## src/rtl/sim_pkg.sv

```systemverilog
// sim_pkg: constants, register map and carrier types of the safe input monitor.
// assumes one 100 MHz system clock and a plain strobe register port.
package sim_pkg;
	// clock and time base
	localparam int CLK_MHZ = 100;
	localparam int TICK_US = 1000; // one millisecond time base
	localparam int TICK_CYC = TICK_US * CLK_MHZ;
	localparam int TEST_US = 10; // per path switch-off hold during self-test
	localparam int TEST_CYC = TEST_US * CLK_MHZ;
	// register byte addresses
	localparam logic [7:0] ADR_CTRL = 8'h00;
	localparam logic [7:0] ADR_TOL = 8'h04;
	localparam logic [7:0] ADR_DEB = 8'h08;
	localparam logic [7:0] ADR_IVL = 8'h0C;
	localparam logic [7:0] ADR_REM = 8'h10;
	localparam logic [7:0] ADR_STAT = 8'h14;
	localparam logic [7:0] ADR_SDEB = 8'h18;
	localparam logic [7:0] ADR_TGL = 8'h1C;
	// control bits
	localparam int CTRL_EN = 0;
	localparam int CTRL_CLR = 1;
	// status bits
	localparam int ST_DISC = 0;
	localparam int ST_TOA = 1;
	localparam int ST_WIRE = 2;
	localparam int ST_TGL = 3;
	localparam int ST_TRUN = 4;
	localparam int ST_TFAIL = 5;
	localparam int ST_TREQ = 6;
	localparam int ST_FA = 7;
	localparam int ST_FB = 8;
	// toggle monitor field layout
	localparam int TGL_LIM_LSB = 0;
	localparam int TGL_WIN_LSB = 8;
	// reset values, times in milliseconds
	localparam logic [15:0] TOL_RST = 16'h01F4; // 500 ms
	localparam logic [7:0] DEB_RST = 8'h01; // 1 ms
	localparam logic [31:0] IVL_RST = 32'h01B7_7400; // 8 h
	localparam logic [7:0] SDEB_RST = 8'h01;
	localparam logic [7:0] TGL_LIM_RST = 8'h0A;
	localparam logic [15:0] TGL_WIN_RST = 16'h03E8; // 1 s
	// path indices of the self-test
	localparam logic [1:0] PATH_A = 2'h0;
	localparam logic [1:0] PATH_B = 2'h1;
	localparam logic [1:0] PATH_BRK = 2'h2;

	typedef enum logic [0:0] {SIM_IDLE, SIM_RUN} sim_test_e;

	typedef struct packed {
		logic [7:0] addr;
		logic [31:0] wdata;
		logic wr;
		logic rd;
	} sim_bus_s;

	typedef struct packed {
		logic fail_safe_a;
		logic fail_safe_b;
		logic std_in;
	} sim_in_s;

	typedef struct packed {
		logic [2:0] path_fb;
		logic brake_fitted;
	} sim_fb_s;
endpackage

```

## src/rtl/sim_monitor.sv

```systemverilog
// sim_monitor: dual-channel fail-safe input monitor with torque switch-off selection,
// discrepancy and toggle supervision, and a recurring switch-off path self-test.
// assumes synchronous inputs, a 100 MHz sys_clk and a one-cycle-latency register port.
// Summary of operation
// RULE1: enable 0 inhibits everything; enable 1 allows terminal torque switch-off selection. Here the self-test and recurrence timer still run at enable 0.
// RULE2: torque-off-active status reads 1 while torque switch-off is in effect.
// RULE3: both filtered channels are compared continuously; a difference flags discrepancy.
// RULE4: discrepancy beyond tolerance time, default 500 ms, latches a wiring fault.
// RULE5: either channel falling selects torque switch-off, never delayed by tolerance.
// RULE6: adjustable debounce filter, default 1 ms, hides bounce and test pulses.
// RULE7: with filtering, switch-off follows only after the change persisted the debounce time.
// RULE8: too many input level changes within a monitoring window raise a fault.
// RULE9: the driving controller may apply on/off test pulses of about 1 ms.
// RULE10: safe input and ordinary input debounce settings are fully independent.
// RULE11: self-test runs at power-up and on each switch-off selection, brake path included.
// RULE12: self-test forces each switch-off path and checks its feedback.
// RULE13: recurrence timer, default 8 h, counts down from the last completed test.
// RULE14: remaining timer value is readable at all times.
// RULE15: timer expiry sets a test-required status bit, also driven to a pin.
// RULE16: the test-due warning is informational and leaves motor operation untouched.
// RULE17: the controller then stops the motor and triggers a test itself.
// RULE18: the operator ensures a self-test at least once a year.
// RULE19: a passed self-test reloads the timer and clears the test-required bit.
//
// Decided for this implementation: the address-and-strobe port and the register offsets.
`timescale 1ns/10ps
module sim_monitor import sim_pkg::*; #(
	parameter int TICK_CYCLES = TICK_CYC,
	parameter int TEST_CYCLES = TEST_CYC
) (
	// clock and reset
	input wire logic sys_clk,
	input wire logic rst,
	// register port
	input wire sim_bus_s bus,
	output logic [31:0] rdata,
	// terminal inputs
	input wire sim_in_s pins,
	// switch-off path feedback
	input wire sim_fb_s fb,
	// outputs
	output logic [2:0] path_off,
	output logic torque_off_active_flag,
	output logic selftest_required_flag,
	output logic selftest_due_warning,
	output logic std_in_filtered
);
	localparam logic [31:0] TICK_M1 = 32'(TICK_CYCLES - 1);
	localparam logic [31:0] TEST_M1 = 32'(TEST_CYCLES - 1);

	typedef struct packed {
		logic enable;
		logic [15:0] tol;
		logic [7:0] deb;
		logic [31:0] ivl;
		logic [7:0] sdeb;
		logic [7:0] tgl_lim;
		logic [15:0] tgl_win;
		logic [31:0] rdata;
		logic [31:0] tick_cnt;
		logic [2:0] filt;
		logic [2:0] raw_q;
		logic [31:0] deb_cnt0;
		logic [31:0] deb_cnt1;
		logic [31:0] deb_cnt2;
		logic [15:0] disc_ms;
		logic wire_flt;
		logic [7:0] chg_cnt;
		logic [15:0] win_ms;
		logic tgl_flt;
		logic sel_q;
		logic test_pend;
		sim_test_e tst;
		logic [1:0] tidx;
		logic [31:0] tcnt;
		logic tfail;
		logic [31:0] remain;
		logic treq;
		logic warn;
		logic toa;
		logic [2:0] poff;
	} sim_state_s;

	localparam sim_state_s RST_VAL = '{
		enable: 1'b0, tol: TOL_RST, deb: DEB_RST, ivl: IVL_RST, sdeb: SDEB_RST,
		tgl_lim: TGL_LIM_RST, tgl_win: TGL_WIN_RST, rdata: 32'h0, tick_cnt: 32'h0,
		filt: 3'h7, raw_q: 3'h7, deb_cnt0: 32'h0, deb_cnt1: 32'h0, deb_cnt2: 32'h0,
		disc_ms: 16'h0, wire_flt: 1'b0, chg_cnt: 8'h0, win_ms: 16'h0, tgl_flt: 1'b0,
		sel_q: 1'b0, test_pend: 1'b1, tst: SIM_IDLE, tidx: 2'h0, tcnt: 32'h0,
		tfail: 1'b0, remain: IVL_RST, treq: 1'b0, warn: 1'b0, toa: 1'b0, poff: 3'h7
	};

	sim_state_s r;
	sim_state_s next_r;
	logic [2:0] raw;
	logic [31:0] thr [3];
	logic [31:0] cnt_q [3];
	logic [31:0] cnt_d [3];
	logic tick;
	logic sel;
	logic clr;
	logic pass;
	logic [1:0] last_idx;
	logic [31:0] status;

	assign raw = {pins.std_in, pins.fail_safe_b, pins.fail_safe_a};
	assign tick = (r.tick_cnt == TICK_M1);
	assign clr = bus.wr && (bus.addr == ADR_CTRL) && bus.wdata[CTRL_CLR];
	assign last_idx = fb.brake_fitted ? PATH_BRK : PATH_B;
	assign cnt_q[0] = r.deb_cnt0;
	assign cnt_q[1] = r.deb_cnt1;
	assign cnt_q[2] = r.deb_cnt2;
	// safe channels share one setting, the ordinary input has its own [RULE10]
	assign thr[0] = 32'(r.deb) * 32'(TICK_CYCLES);
	assign thr[1] = 32'(r.deb) * 32'(TICK_CYCLES);
	assign thr[2] = 32'(r.sdeb) * 32'(TICK_CYCLES);

	// per-input debounce: a level is taken only after it held the full time [RULE6] [RULE7]
	genvar gi;
	generate
		for (gi = 0; gi < 3; gi++) begin : g_deb
			always_comb begin
				if (raw[gi] == r.filt[gi]) begin
					cnt_d[gi] = 32'h0;
				end else begin
					cnt_d[gi] = cnt_q[gi] + 32'h1;
				end
			end
		end
	endgenerate

	// selection follows the first falling filtered channel, tolerance plays no part [RULE5]
	assign sel = r.enable && (!r.filt[0] || !r.filt[1]); // [RULE1]
	assign pass = (r.tst == SIM_RUN) && (r.tcnt == TEST_M1) && fb.path_fb[r.tidx]
		&& (r.tidx == last_idx) && !r.tfail;

	// status word gathered for reads
	always_comb begin
		status = 32'h0;
		status[ST_DISC] = r.enable && (r.filt[0] ^ r.filt[1]);
		status[ST_TOA] = r.toa;
		status[ST_WIRE] = r.wire_flt;
		status[ST_TGL] = r.tgl_flt;
		status[ST_TRUN] = (r.tst == SIM_RUN);
		status[ST_TFAIL] = r.tfail;
		status[ST_TREQ] = r.treq;
		status[ST_FA] = r.filt[0];
		status[ST_FB] = r.filt[1];
	end

	// whole next-state computation
	always_comb begin
		next_r = r;
		next_r.tick_cnt = tick ? 32'h0 : r.tick_cnt + 32'h1;
		next_r.raw_q = raw;
		next_r.warn = 1'b0;

		// register writes
		if (bus.wr) begin
			case (bus.addr)
				ADR_CTRL: next_r.enable = bus.wdata[CTRL_EN];
				ADR_TOL: next_r.tol = bus.wdata[15:0];
				ADR_DEB: next_r.deb = bus.wdata[7:0];
				ADR_IVL: next_r.ivl = bus.wdata;
				ADR_SDEB: next_r.sdeb = bus.wdata[7:0];
				ADR_TGL: begin
					next_r.tgl_lim = bus.wdata[TGL_LIM_LSB +: 8];
					next_r.tgl_win = bus.wdata[TGL_WIN_LSB +: 16];
				end
				default: ;
			endcase
		end

		// read data stand only in the cycle after the strobe; unmapped reads give zero
		next_r.rdata = 32'h0;
		if (bus.rd) begin
			case (bus.addr)
				ADR_CTRL: next_r.rdata = {31'h0, r.enable};
				ADR_TOL: next_r.rdata = {16'h0, r.tol};
				ADR_DEB: next_r.rdata = {24'h0, r.deb};
				ADR_IVL: next_r.rdata = r.ivl;
				ADR_REM: next_r.rdata = r.remain; // [RULE14]
				ADR_STAT: next_r.rdata = status;
				ADR_SDEB: next_r.rdata = {24'h0, r.sdeb};
				ADR_TGL: next_r.rdata = {8'h0, r.tgl_win, r.tgl_lim};
				default: next_r.rdata = 32'h0;
			endcase
		end

		// debounce counters and filtered levels; zero time means next cycle
		next_r.deb_cnt0 = cnt_d[0];
		next_r.deb_cnt1 = cnt_d[1];
		next_r.deb_cnt2 = cnt_d[2];
		for (int i = 0; i < 3; i++) begin
			if (raw[i] != r.filt[i] && cnt_d[i] >= thr[i]) begin
				next_r.filt[i] = raw[i];
			end
		end
		next_r.deb_cnt0 = (next_r.filt[0] != r.filt[0]) ? 32'h0 : cnt_d[0];
		next_r.deb_cnt1 = (next_r.filt[1] != r.filt[1]) ? 32'h0 : cnt_d[1];
		next_r.deb_cnt2 = (next_r.filt[2] != r.filt[2]) ? 32'h0 : cnt_d[2];

		// discrepancy timing in milliseconds; a lasting one is a wiring fault [RULE3] [RULE4]
		if (!r.enable || !(r.filt[0] ^ r.filt[1])) begin
			next_r.disc_ms = 16'h0;
		end else if (tick && r.disc_ms != 16'hFFFF) begin
			next_r.disc_ms = r.disc_ms + 16'h1;
		end
		if (clr) begin
			next_r.wire_flt = 1'b0;
			next_r.tgl_flt = 1'b0;
			next_r.tfail = 1'b0;
		end
		// set wins over a clear in the same cycle
		if (r.enable && (r.filt[0] ^ r.filt[1]) && r.disc_ms >= r.tol && tick) begin
			next_r.wire_flt = 1'b1; // [RULE4]
		end

		// raw level changes counted per window; test pulses are counted too [RULE8]
		if (tick && r.win_ms + 16'h1 >= r.tgl_win) begin
			next_r.win_ms = 16'h0;
			next_r.chg_cnt = 8'h0;
		end else begin
			if (tick) begin
				next_r.win_ms = r.win_ms + 16'h1;
			end
			if ((raw[1:0] != r.raw_q[1:0]) && r.chg_cnt != 8'hFF) begin
				next_r.chg_cnt = r.chg_cnt + 8'h1;
			end
		end
		if (r.enable && r.chg_cnt > r.tgl_lim) begin
			next_r.tgl_flt = 1'b1; // [RULE8]
		end

		// torque-off is on while selected or after any latched fault; off when inhibited
		next_r.sel_q = sel;
		next_r.toa = r.enable && (sel || r.wire_flt || r.tgl_flt || r.tfail); // [RULE1] [RULE2]
		if (sel && !r.sel_q) begin
			next_r.test_pend = 1'b1; // [RULE11]
		end

		// self-test: hold each path off, then require its off feedback [RULE12]
		case (r.tst)
			SIM_IDLE: begin
				if (r.test_pend) begin
					next_r.test_pend = 1'b0;
					next_r.tst = SIM_RUN;
					next_r.tidx = PATH_A;
					next_r.tcnt = 32'h0;
				end
			end
			SIM_RUN: begin
				if (r.tcnt == TEST_M1) begin
					next_r.tcnt = 32'h0;
					if (!fb.path_fb[r.tidx]) begin
						next_r.tfail = 1'b1;
					end
					if (r.tidx == last_idx) begin
						next_r.tst = SIM_IDLE; // brake path included when fitted [RULE11]
					end else begin
						next_r.tidx = r.tidx + 2'h1;
					end
				end else begin
					next_r.tcnt = r.tcnt + 32'h1;
				end
			end
			default: next_r.tst = SIM_IDLE;
		endcase

		// recurrence timer counts down per millisecond [RULE13]
		if (pass) begin
			next_r.remain = r.ivl; // [RULE19]
			next_r.treq = 1'b0;
		end else if (tick && r.remain != 32'h0) begin
			next_r.remain = r.remain - 32'h1;
			if (r.remain == 32'h1) begin
				next_r.treq = 1'b1; // [RULE15]
				next_r.warn = 1'b1;
			end
		end

		// paths follow torque-off; the test adds one path at a time
		next_r.poff = {3{next_r.toa}};
		if (next_r.tst == SIM_RUN) begin
			next_r.poff[next_r.tidx] = 1'b1;
		end
	end

	// state register; reset starts a power-up test
	always_ff @(posedge sys_clk or posedge rst) begin
		if (rst) begin
			r <= RST_VAL;
		end else begin
			r <= next_r;
		end
	end

	// outputs straight from flops; the warning never touches path drive [RULE16]
	assign rdata = r.rdata;
	assign path_off = r.poff;
	assign torque_off_active_flag = r.toa;
	assign selftest_required_flag = r.treq;
	assign selftest_due_warning = r.warn;
	assign std_in_filtered = r.filt[2];
endmodule // sim_monitor

```

## config.mk

```make
export PLATFORM = sky130hd
export DESIGN_NAME = sim_monitor
export DESIGN_NICKNAME = d
export VERILOG_FILES = /design/src/rtl/sim_pkg.sv /design/src/rtl/sim_monitor.sv
export SDC_FILE = /design/constraint.sdc
export NUM_CORES = 1
export LEC_CHECK = 0
export BUFFER_PORTS_ARGS = -buffer_cell sky130_fd_sc_hd__buf_4
export CAP_MARGIN = 15
export CELL_PAD_IN_SITES_DETAIL_PLACEMENT = 0
export CELL_PAD_IN_SITES_GLOBAL_PLACEMENT = 1
export CORE_AREA = 2 2 193 233
export CTS_CLUSTER_DIAMETER = 200
export DETAILED_ROUTE_END_ITERATION = 10
export DIE_AREA = 0 0 195 235
export PLACE_DENSITY_LB_ADDON = 0.1
export SLEW_MARGIN = 30
export SYNTH_ARGS = -nofsm -noshare
export SYNTH_HDL_FRONTEND = slang
export SYNTH_SLANG_ARGS = --single-unit
```

## constraint.sdc

```tcl
create_clock -name sys_clk -period 19.65 [get_ports sys_clk]
set_input_delay 3.93 -clock sys_clk [delete_from_list [all_inputs] [get_ports sys_clk]]
set_output_delay 3.93 -clock sys_clk [all_outputs]
set_load 0.02 [all_outputs]
```

==> results of run 1 <==
==> critical path: cells and delay by family (launching register included) <==
kind | cells | cell delay (ps)
AO/OA/AOI/OAI | 8 | 2460
AND/OR/NAND/NOR | 5 | 990
adder cells (fa/ha/maj) | 6 | 2380
flip-flops | 1 | 500
buffers and inverters | 3 | 340
==> metal layers <==
| metal | up-vias | global-route usage, % |
|---|---|---|
| li1 | 8717 | - |
| met2 | 376 | 41.2 |
| met3 | 92 | 3.69 |
| met4 | 0 | 7.96 |
| met1 | 8744 | 33.1 |
| met5 | - | 0 |
==> power breakdown <==
group	internal, mW	switching, mW	leakage [nW]	total [mW]
registers	0.791	0.0273	4.78	0.818
clock network	0.449	0.332	0.646	0.780
logic	0.102	0.147	6.07	0.249
==> state kept, by name (all words and copies together), names as in the netlist <==
signal and flops:
selftest_due_warning 1, cnt_q 96, std_in_filtered 1, selftest_required_flag 1, r 237, rdata 32
torque_off_active_flag 1, path_off 3
==> Yosys cell counts, drive strengths merged (17+ instances only) <==
| master | n | share of area, % |
|---|---|---|
| dfrtp | 325 | 35 |
| ha | 218 | 12 |
| nor2 | 217 | 3.5 |
| nand2 | 201 | 3.2 |
| o21ai | 117 | 2.6 |
| nand3 | 104 | 2.2 |
| xor2 | 103 | 3.9 |
| inv | 100 | 1.6 |
| xnor2 | 99 | 3.7 |
| mux2 | 93 | 4.5 |
| a21oi | 89 | 1.9 |
| nor3 | 85 | 1.8 |
| clkbuf | 65 | 1.0 |
| nor4 | 52 | 1.5 |
| nand4 | 51 | 1.4 |
| dfstp | 47 | 5.3 |
| buf | 44 | 1.3 |
| a22oi | 39 | 1.3 |
| and3 | 33 | 0.88 |
| a21o | 25 | 0.80 |
| a31oi | 24 | 0.64 |
| fa | 24 | 2.1 |
| and2 | 19 | 0.51 |
| and4 | 19 | 0.71 |
| nor2b | 18 | 0.48 |
| nand2b | 17 | 0.46 |
| or3 | 17 | 0.46 |
==> layout make-up <==
class | instances | share of cell area, %
antenna | 3 | 0.0290
clock buffer | 55 | 4.36
clock inverter | 21 | 0.879
inverter | 100 | 1.48
multi-input combinational | 1844 | 51.0
sequential | 372 | 36.2
tap | 559 | 2.70
timing repair buffer | 117 | 3.42
==> worst max path at each step <==
stage | to | depth (start not counted)
after global placement | cnt_q[5]$_DFF_PP0_ | 11
after global routing | cnt_q[53]$_DFF_PP0_ | 22
after CTS | cnt_q[4]$_DFF_PP0_ | 13
after floorplan | cnt_q[0]$_DFF_PP0_ | 1
final | cnt_q[44]$_DFF_PP0_ | 22
after detailed placement | cnt_q[22]$_DFF_PP0_ | 13
==> logic make-up (layout without fill, tap and decap cells) <==
family / count (synthesis) / after routing / share of synthesized area, %
xor+xnor: 202 / 202 / 7.58
flops: 372 / 372 / 40.1
buf+inv: 210 / 293 / 4.03
compound gates: 402 / 402 / 11.1
fa+ha+maj: 242 / 242 / 13.7
other cells: 1 / 24 / 0.0161
mux: 104 / 104 / 4.96
simple gates: 873 / 873 / 18.5
==> impl_results.md, run 1 <==
* Cell count after placement at 2992
* Multi-input logic area at 13200 um^2
* Nets at 2769
* Placement Setup Slack at 12300 ps
* Mapped Area at 23300 um^2
* Core box area at 43500 um^2
* Worst Path Max Fanout at 20
* Number of global-route vias before repair at 18003
* Reg clk slew, reported paths at 60 ps
* Commonest non-fill, non-tap cells in the layout: 325 x dfrtp_1, 218 x ha_1, 217 x nor2_1, 200 x nand2_1, 115 x buf_4
* Final wirelength at 55.7 mm
* DRC at 0
* Seq. cell area at 9370 um^2
* Slew Limit Fails at 0
* Root Driver: clkbuf_16
* Fmax at 148 MHz
* IO Port Bufs at 89
* Overall routing resource usage at 24.7%
* Critical path class: register to register
* Reg2Reg Depth at 22
* Final setup vio count at 0
* Top cell by count, worst path: ha_1
* Met1 WL at 24.9 mm
* Design area at 25900 um^2
* Power Density at 71.4 nW/um^2
* Initial Util at 53.7%
* Number of flops mapped to enable cells by yosys at 0
* Detailed Place HPWL at 40.8 mm
* Average size of a mapped cell at 9.70 um^2
* Routed len/inst at 18.1 um
* Die X at 195 um
* PostCTS Resize Cnt at 0
* Final Non-Filler Cells at 3071
* Unrepaired setup endpoints after global routing: no
* Hold depth at 2
* CTS Sinks at 372
* Top Layer Used: met4
* R2R Setup Slk at 12880 ps
* Clock Path Buffers at 3
* Largest net degree at the start of global routing at 116
* Setup bufs post-CTS at 0
* Hold Crit Class: register to register
* FF-to-FF Start: r[350]$_DFFE_PP0P_
* Reg-to-Reg End: cnt_q[44]$_DFF_PP0_
* First-pass GRT wire length at 92.5 mm
* Layout fillers at 3794
* Area of placed instances at 24500 um^2
* Area delta synth->final at 10.9%
* Chip Height at 235 um
* Ys flop type: dfrtp_1
* Hold Fails Final Rpt at 0
* First-pass detailed-route iteration total at 5
* Share of cells above drive strength 1 at 14.4%
* Clock Latency Late Sink at 580 ps
* Asr flop ratio synth at 100%
* Slew @ Worst Pin at 929 ps
* Post-synthesis cell type count at 75
* Synth warn at 0
* Die Area at 45800 um^2
* Post-route ant nets at 0
* Critical-path top delay cell: a311oi_1
* Max-cap check violation count at 0
* IO Pins at 90
* Final Skew at 13.4 ps
* Worst setup path start: r[350]$_DFFE_PP0P_
* Total grt overflow at 0
* Met2 wire len at 26.8 mm
* CTS tree: done
* Vias at 17929
* Leakage power at 11.5 nW
* Final worst path period share at 34.5%
* Setup WS post-layout at 12880 ps
* Worst Path Required at 20140 ps
* Commonest non-fill, non-tap cell in the layout: dfrtp_1
* # H-tree levels at 2
* Hold slack at 477 ps
* Post-detailed-route via-to-cell ratio at 5.84
* RePlAce Congestion at 0.868
* Status: completed
* Worst vdd ir at 60.9 uV
* Worst slew margin at 37.5%
* Design Power at 1.85 mW
* CTS Hold Bufs at 0
* Startpoint Class: register
* Hold path endpoint: r[29]$_DFFE_PP1P_
* Tmin final at 6770 ps
* Post-synthesis sequential area ratio at 40.1%
* Hold_sp: r[339]$_DFFE_PP1P_
* Flops & latches, synth at 372
* Critical Path End Type: register
* Core Rows at 84
* Worst EP arrival at 7260 ps
* Mapped Cells at 2406
* DR WL met3 at 2.39 mm
* Critical path, cell by cell: ha_1 > ha_1 > inv_1 > fa_1 > inv_1 > fa_1 > ha_1 > nor2b_1 > o31a_1 > o211ai_1 > a21oi_1 > o31ai_1 > nor3_1 > a311oi_1 > ha_1 > nand4_1 > o211ai_1 > a221o_1 > nand4b_1 > a2bb2oi_1 > buf_4 > nor3_1
* Setup TNS at 0 ps
* Initial antenna violation count at 3
* Crit path largest cell delay at 660 ps
* Drt initial violations at 1043
* Final core utilization at 59.5%
* CTS Buf Count at 41
No activity file was read; power rests on OpenSTA's default activity.
==> run 2, diff against run 1 <==
ABC_AREA = 1   (was default)
CORE_AREA = 2 2 229 276   (was 2 2 193 233)
DIE_AREA = 0 0 231 278   (was 0 0 195 235)
clock period = 5.5 ns   (was 19.65 ns; I/O delays follow)
==> run 2 against run 1 <==
  * Count of clock-buffer cells in the layout up 6
  * Die area increased by 40%
  * Register-to-register slack worse by 12000 ps
  * Routed wire length increased by 36%
  * Global-route usage is 0.92 points lower
  * First-iteration DRC count increased by 45%
  * Power rose to 4.6 times the previous value
==> impl_results.md, run 2 <==
* Status: completed
* Die Area at 64200 um^2 (+40%)
* Post-synthesis cell type count at 56 (-25%)
* Slew @ Worst Pin at 929 ps (-0.800 ps)
* Max reg flops at 237 (unchanged)
* Power Density at 290 nW/um^2 (+310%)
* Switching share of power at 33.4% (+6.0 points)
* NetSw at 2.85 mW (+460%)
* Synth top cells by count: 778 x nand2_1, 495 x inv_1, 457 x nor2_1
* Post-detailed-route via-to-cell ratio at 5.16 (-12%)
* Mapped Area at 26300 um^2 (+13%)
* Leakage power at 13.7 nW (+19%)
* Final wirelength at 75.9 mm (+36%)
* Area of placed instances at 27700 um^2 (+13%)
* Final setup vio count at 0 (unchanged)
* Ys flop type: dfrtp_1
* CTS tree: done
* Die X at 231 um (+18%)
* Final Skew at 33.9 ps (+20.5 ps)
* Flops & latches, synth at 372 (unchanged)
* Largest net degree at the start of global routing at 111 (-4.3%)
* Worst slew margin at 38.1% (+0.62 points)
* Mapped Cells at 3552 (+48%)
* Detailed Place HPWL at 58.0 mm (+42%)
* Int Power at 5.67 mW (+320%)
* RePlAce Congestion at 0.894 (+3.0%)
* Reg clk slew, reported paths at 60 ps (about the same)
* Largest Register: r
* Sequential share of power at 35.0% (-9.3 points)
* Fmax at 197 MHz (+34%)
* Post-route ant nets at 0 (unchanged)
* Combinational power share at 26.7% (+13 points)
* Initial Util at 42.7% (-11 points)
* Critical path class: register to register
* Worst vdd ir at 229 uV (+280%)
* Worst Path Required at 5970 ps (-14170 ps)
* # H-tree levels at 2 (unchanged)
* ANT cells at 0 (-3)
* Drt initial violations at 1508 (+45%)
* Max-cap check violation count at 0 (unchanged)
* Number of global-route vias before repair at 23019 (+28%)
* Area share of the largest cell type after synthesis at 30.9% (-3.9 points)
* Commonest non-fill, non-tap cells in the layout: 776 x nand2_1, 494 x inv_1, 457 x nor2_1, 325 x dfrtp_1, 218 x ha_1
* Clock Power Share at 38.3% (-3.9 points)
* IO Pins at 90 (unchanged)
* Slew Limit Fails at 0 (unchanged)
* Startpoint Class: register
* Overall routing resource usage at 23.8% (-0.92 points)
* Worst EP arrival at 5540 ps (-1720 ps)
* Average size of a mapped cell at 7.41 um^2 (-24%)
* CTS Sinks at 372 (unchanged)
* Routed len/inst at 16.9 um (-6.6%)
* IO Port Bufs at 89 (unchanged)
* CTS Buf Count at 45 (+9.8%)
* Hold Crit Class: input pin to asynchronous set/reset pin
* Vias at 23098 (+29%)
* Tmin final at 5070 ps (-1700 ps)
* DRC at 0 (unchanged)
* Total grt overflow at 0 (unchanged)
* Clock Path Buffers at 3 (unchanged)
* Final worst path period share at 92.2% (+58 points)
* Unrepaired setup endpoints after global routing: no
* Number of flops mapped to enable cells by yosys at 0 (unchanged)
* Commonest non-fill, non-tap cell in the layout: nand2_1
* Core Rows at 100 (+19%)
* Clock Latency Late Sink at 610 ps (+30 ps)
* Worst Path Max Fanout at 6 (-70%)
* Critical Path End Type: register
* Yosys top cell by area: dfrtp_1
* First-pass GRT wire length at 123 mm (+33%)
* Share of cells above drive strength 1 at 9.48% (-4.9 points)
* Chip Height at 278 um (+18%)
* First-pass detailed-route iteration total at 6 (+1)
* Design Power at 8.52 mW (+360%)
* Core box area at 61600 um^2 (+41%)
* Design area at 29400 um^2 (+13%)
* Nets at 3918 (+41%)
* Synth warn at 0 (unchanged)
* Area delta synth->final at 11.6%
* Asr flop ratio synth at 100% (unchanged)
* Hold Fails Final Rpt at 0 (unchanged)
* Ranking of synthesized cells by area: dfrtp_1 31%, nand2_1 11%, ha_1 10%, inv_1 7.1%, nor2_1 6.5%
* Root Driver: clkbuf_16
* Post-synthesis sequential area ratio at 35.6% (-4.5 points)
* Initial antenna violation count at 0 (-3)
* Top-count cell post-synth: nand2_1
-- run 2: cell count changes in the layout (fill, tap and decap cells not counted), sizes merged, moves of 29 or more --
cell   previous run  this run
o22ai             4        42
mux2             93         8
inv             101       500
xnor2            99        18
nand3           104       217
o21ai           117       192
nor2            217       511
a22oi            39         0
nor3             85       119
nand2           201       793
nand4            51        80
-- run 2: path summary, 6_finish.rpt --
check                                   start                   to  slack [ps]  cells past startpoint
max                        r[350]$_DFFE_PP0P_  cnt_q[67]$_DFF_PP0_         430                     24
min                                       rst   rdata[7]$_DFF_PP0_         450                      2
max reg2reg                r[350]$_DFFE_PP0P_  cnt_q[67]$_DFF_PP0_         430                     24
min reg2reg                   r[75]$_DFF_PP0_      r[74]$_DFF_PP1_         470                      3
max in group asynchronous                 rst  cnt_q[36]$_DFF_PP0_        3890                      4
min in group sys_clk          r[75]$_DFF_PP0_      r[74]$_DFF_PP1_         470                      3
-- run 2: per-layer routing --
metal  global-route usage [%]  vias up  wire, um
li1                         -    11666         -
met1                     29.9    10855     32800
met2                     42.2      445     37900
met3                     2.64      132      2750
met4                     7.89        0      2460
met5                        0        -         0
-- run 2: logic make-up (layout without fill, tap and decap cells) --
family	Yosys count	in the layout	synth area share, %
fa+ha+maj	242	242	12.2
buf+inv	613	700	9.62
simple gates	1789	1792	29.6
mux	8	8	0.342
xor+xnor	103	103	3.43
flops	372	372	35.6
other cells	1	21	0.0143
compound gates	424	424	9.17
-- run 2: critical path: stages, from the launching register on --
cell      delay, ps
dfrtp_1         380
ha_1            320
ha_1            280
inv_1            50
fa_1            500
inv_1            60
fa_1            470
ha_1            360
a21oi_1         150
nand2_1          90
nand2_1          60
nand2_1          50
nand2_1         110
o21ai_1         100
a21boi_1        210
o21ai_0         130
xnor2_1         180
ha_1            290
nand2_1          60
nor3_1          200
nand3_1         100
nor3_1          240
nand3_2         230
nand2_2         240
nor2_1           60
-- run 2: area by class of cell --
cell class                 count  area [um^2]
fill                        6260        32200
multi-input combinational   2590        14500
sequential                   372         9370
inverter                     504         1900
clock buffer                  61         1310
tap                          816         1020
timing repair buffer         112          916
clock inverter                23          310
-- run 2: power groups by stage --
stage               clock (mW)  sequential [mW]  combinational (mW)
floorplan                    0             3.00                1.68
global placement             0             3.03                2.24
detailed placement           0             3.03                2.27
CTS                       3.35             2.98                2.29
global route              3.44             3.00                2.65
finish                    3.26             2.98                2.27
-- run 2: per-stage QoR --
stage / cells / hold WS, ps / setup slack, ps / utilization (%) / setup TNS, ps
after floorplan: 3572 / 437 / -556 / - / -180620
after global placement: 4389 / 464 / 173 / 44.9 / 0
after detailed placement: 4389 / 472 / 56.4 / 45.0 / 0
after CTS: 4473 / 482 / 34.9 / 47.6 / 0
after global routing: 4478 / 443 / 1.29 / 47.7 / 0
final: 4478 / 450 / 431 / 47.7 / 0
-- run 2: what timing repair did --
action	in CTS	in global routing
hold buffers	0	0
setup buffers	0	1
resized for setup	0	12
endpoints found under the setup margin	0	78
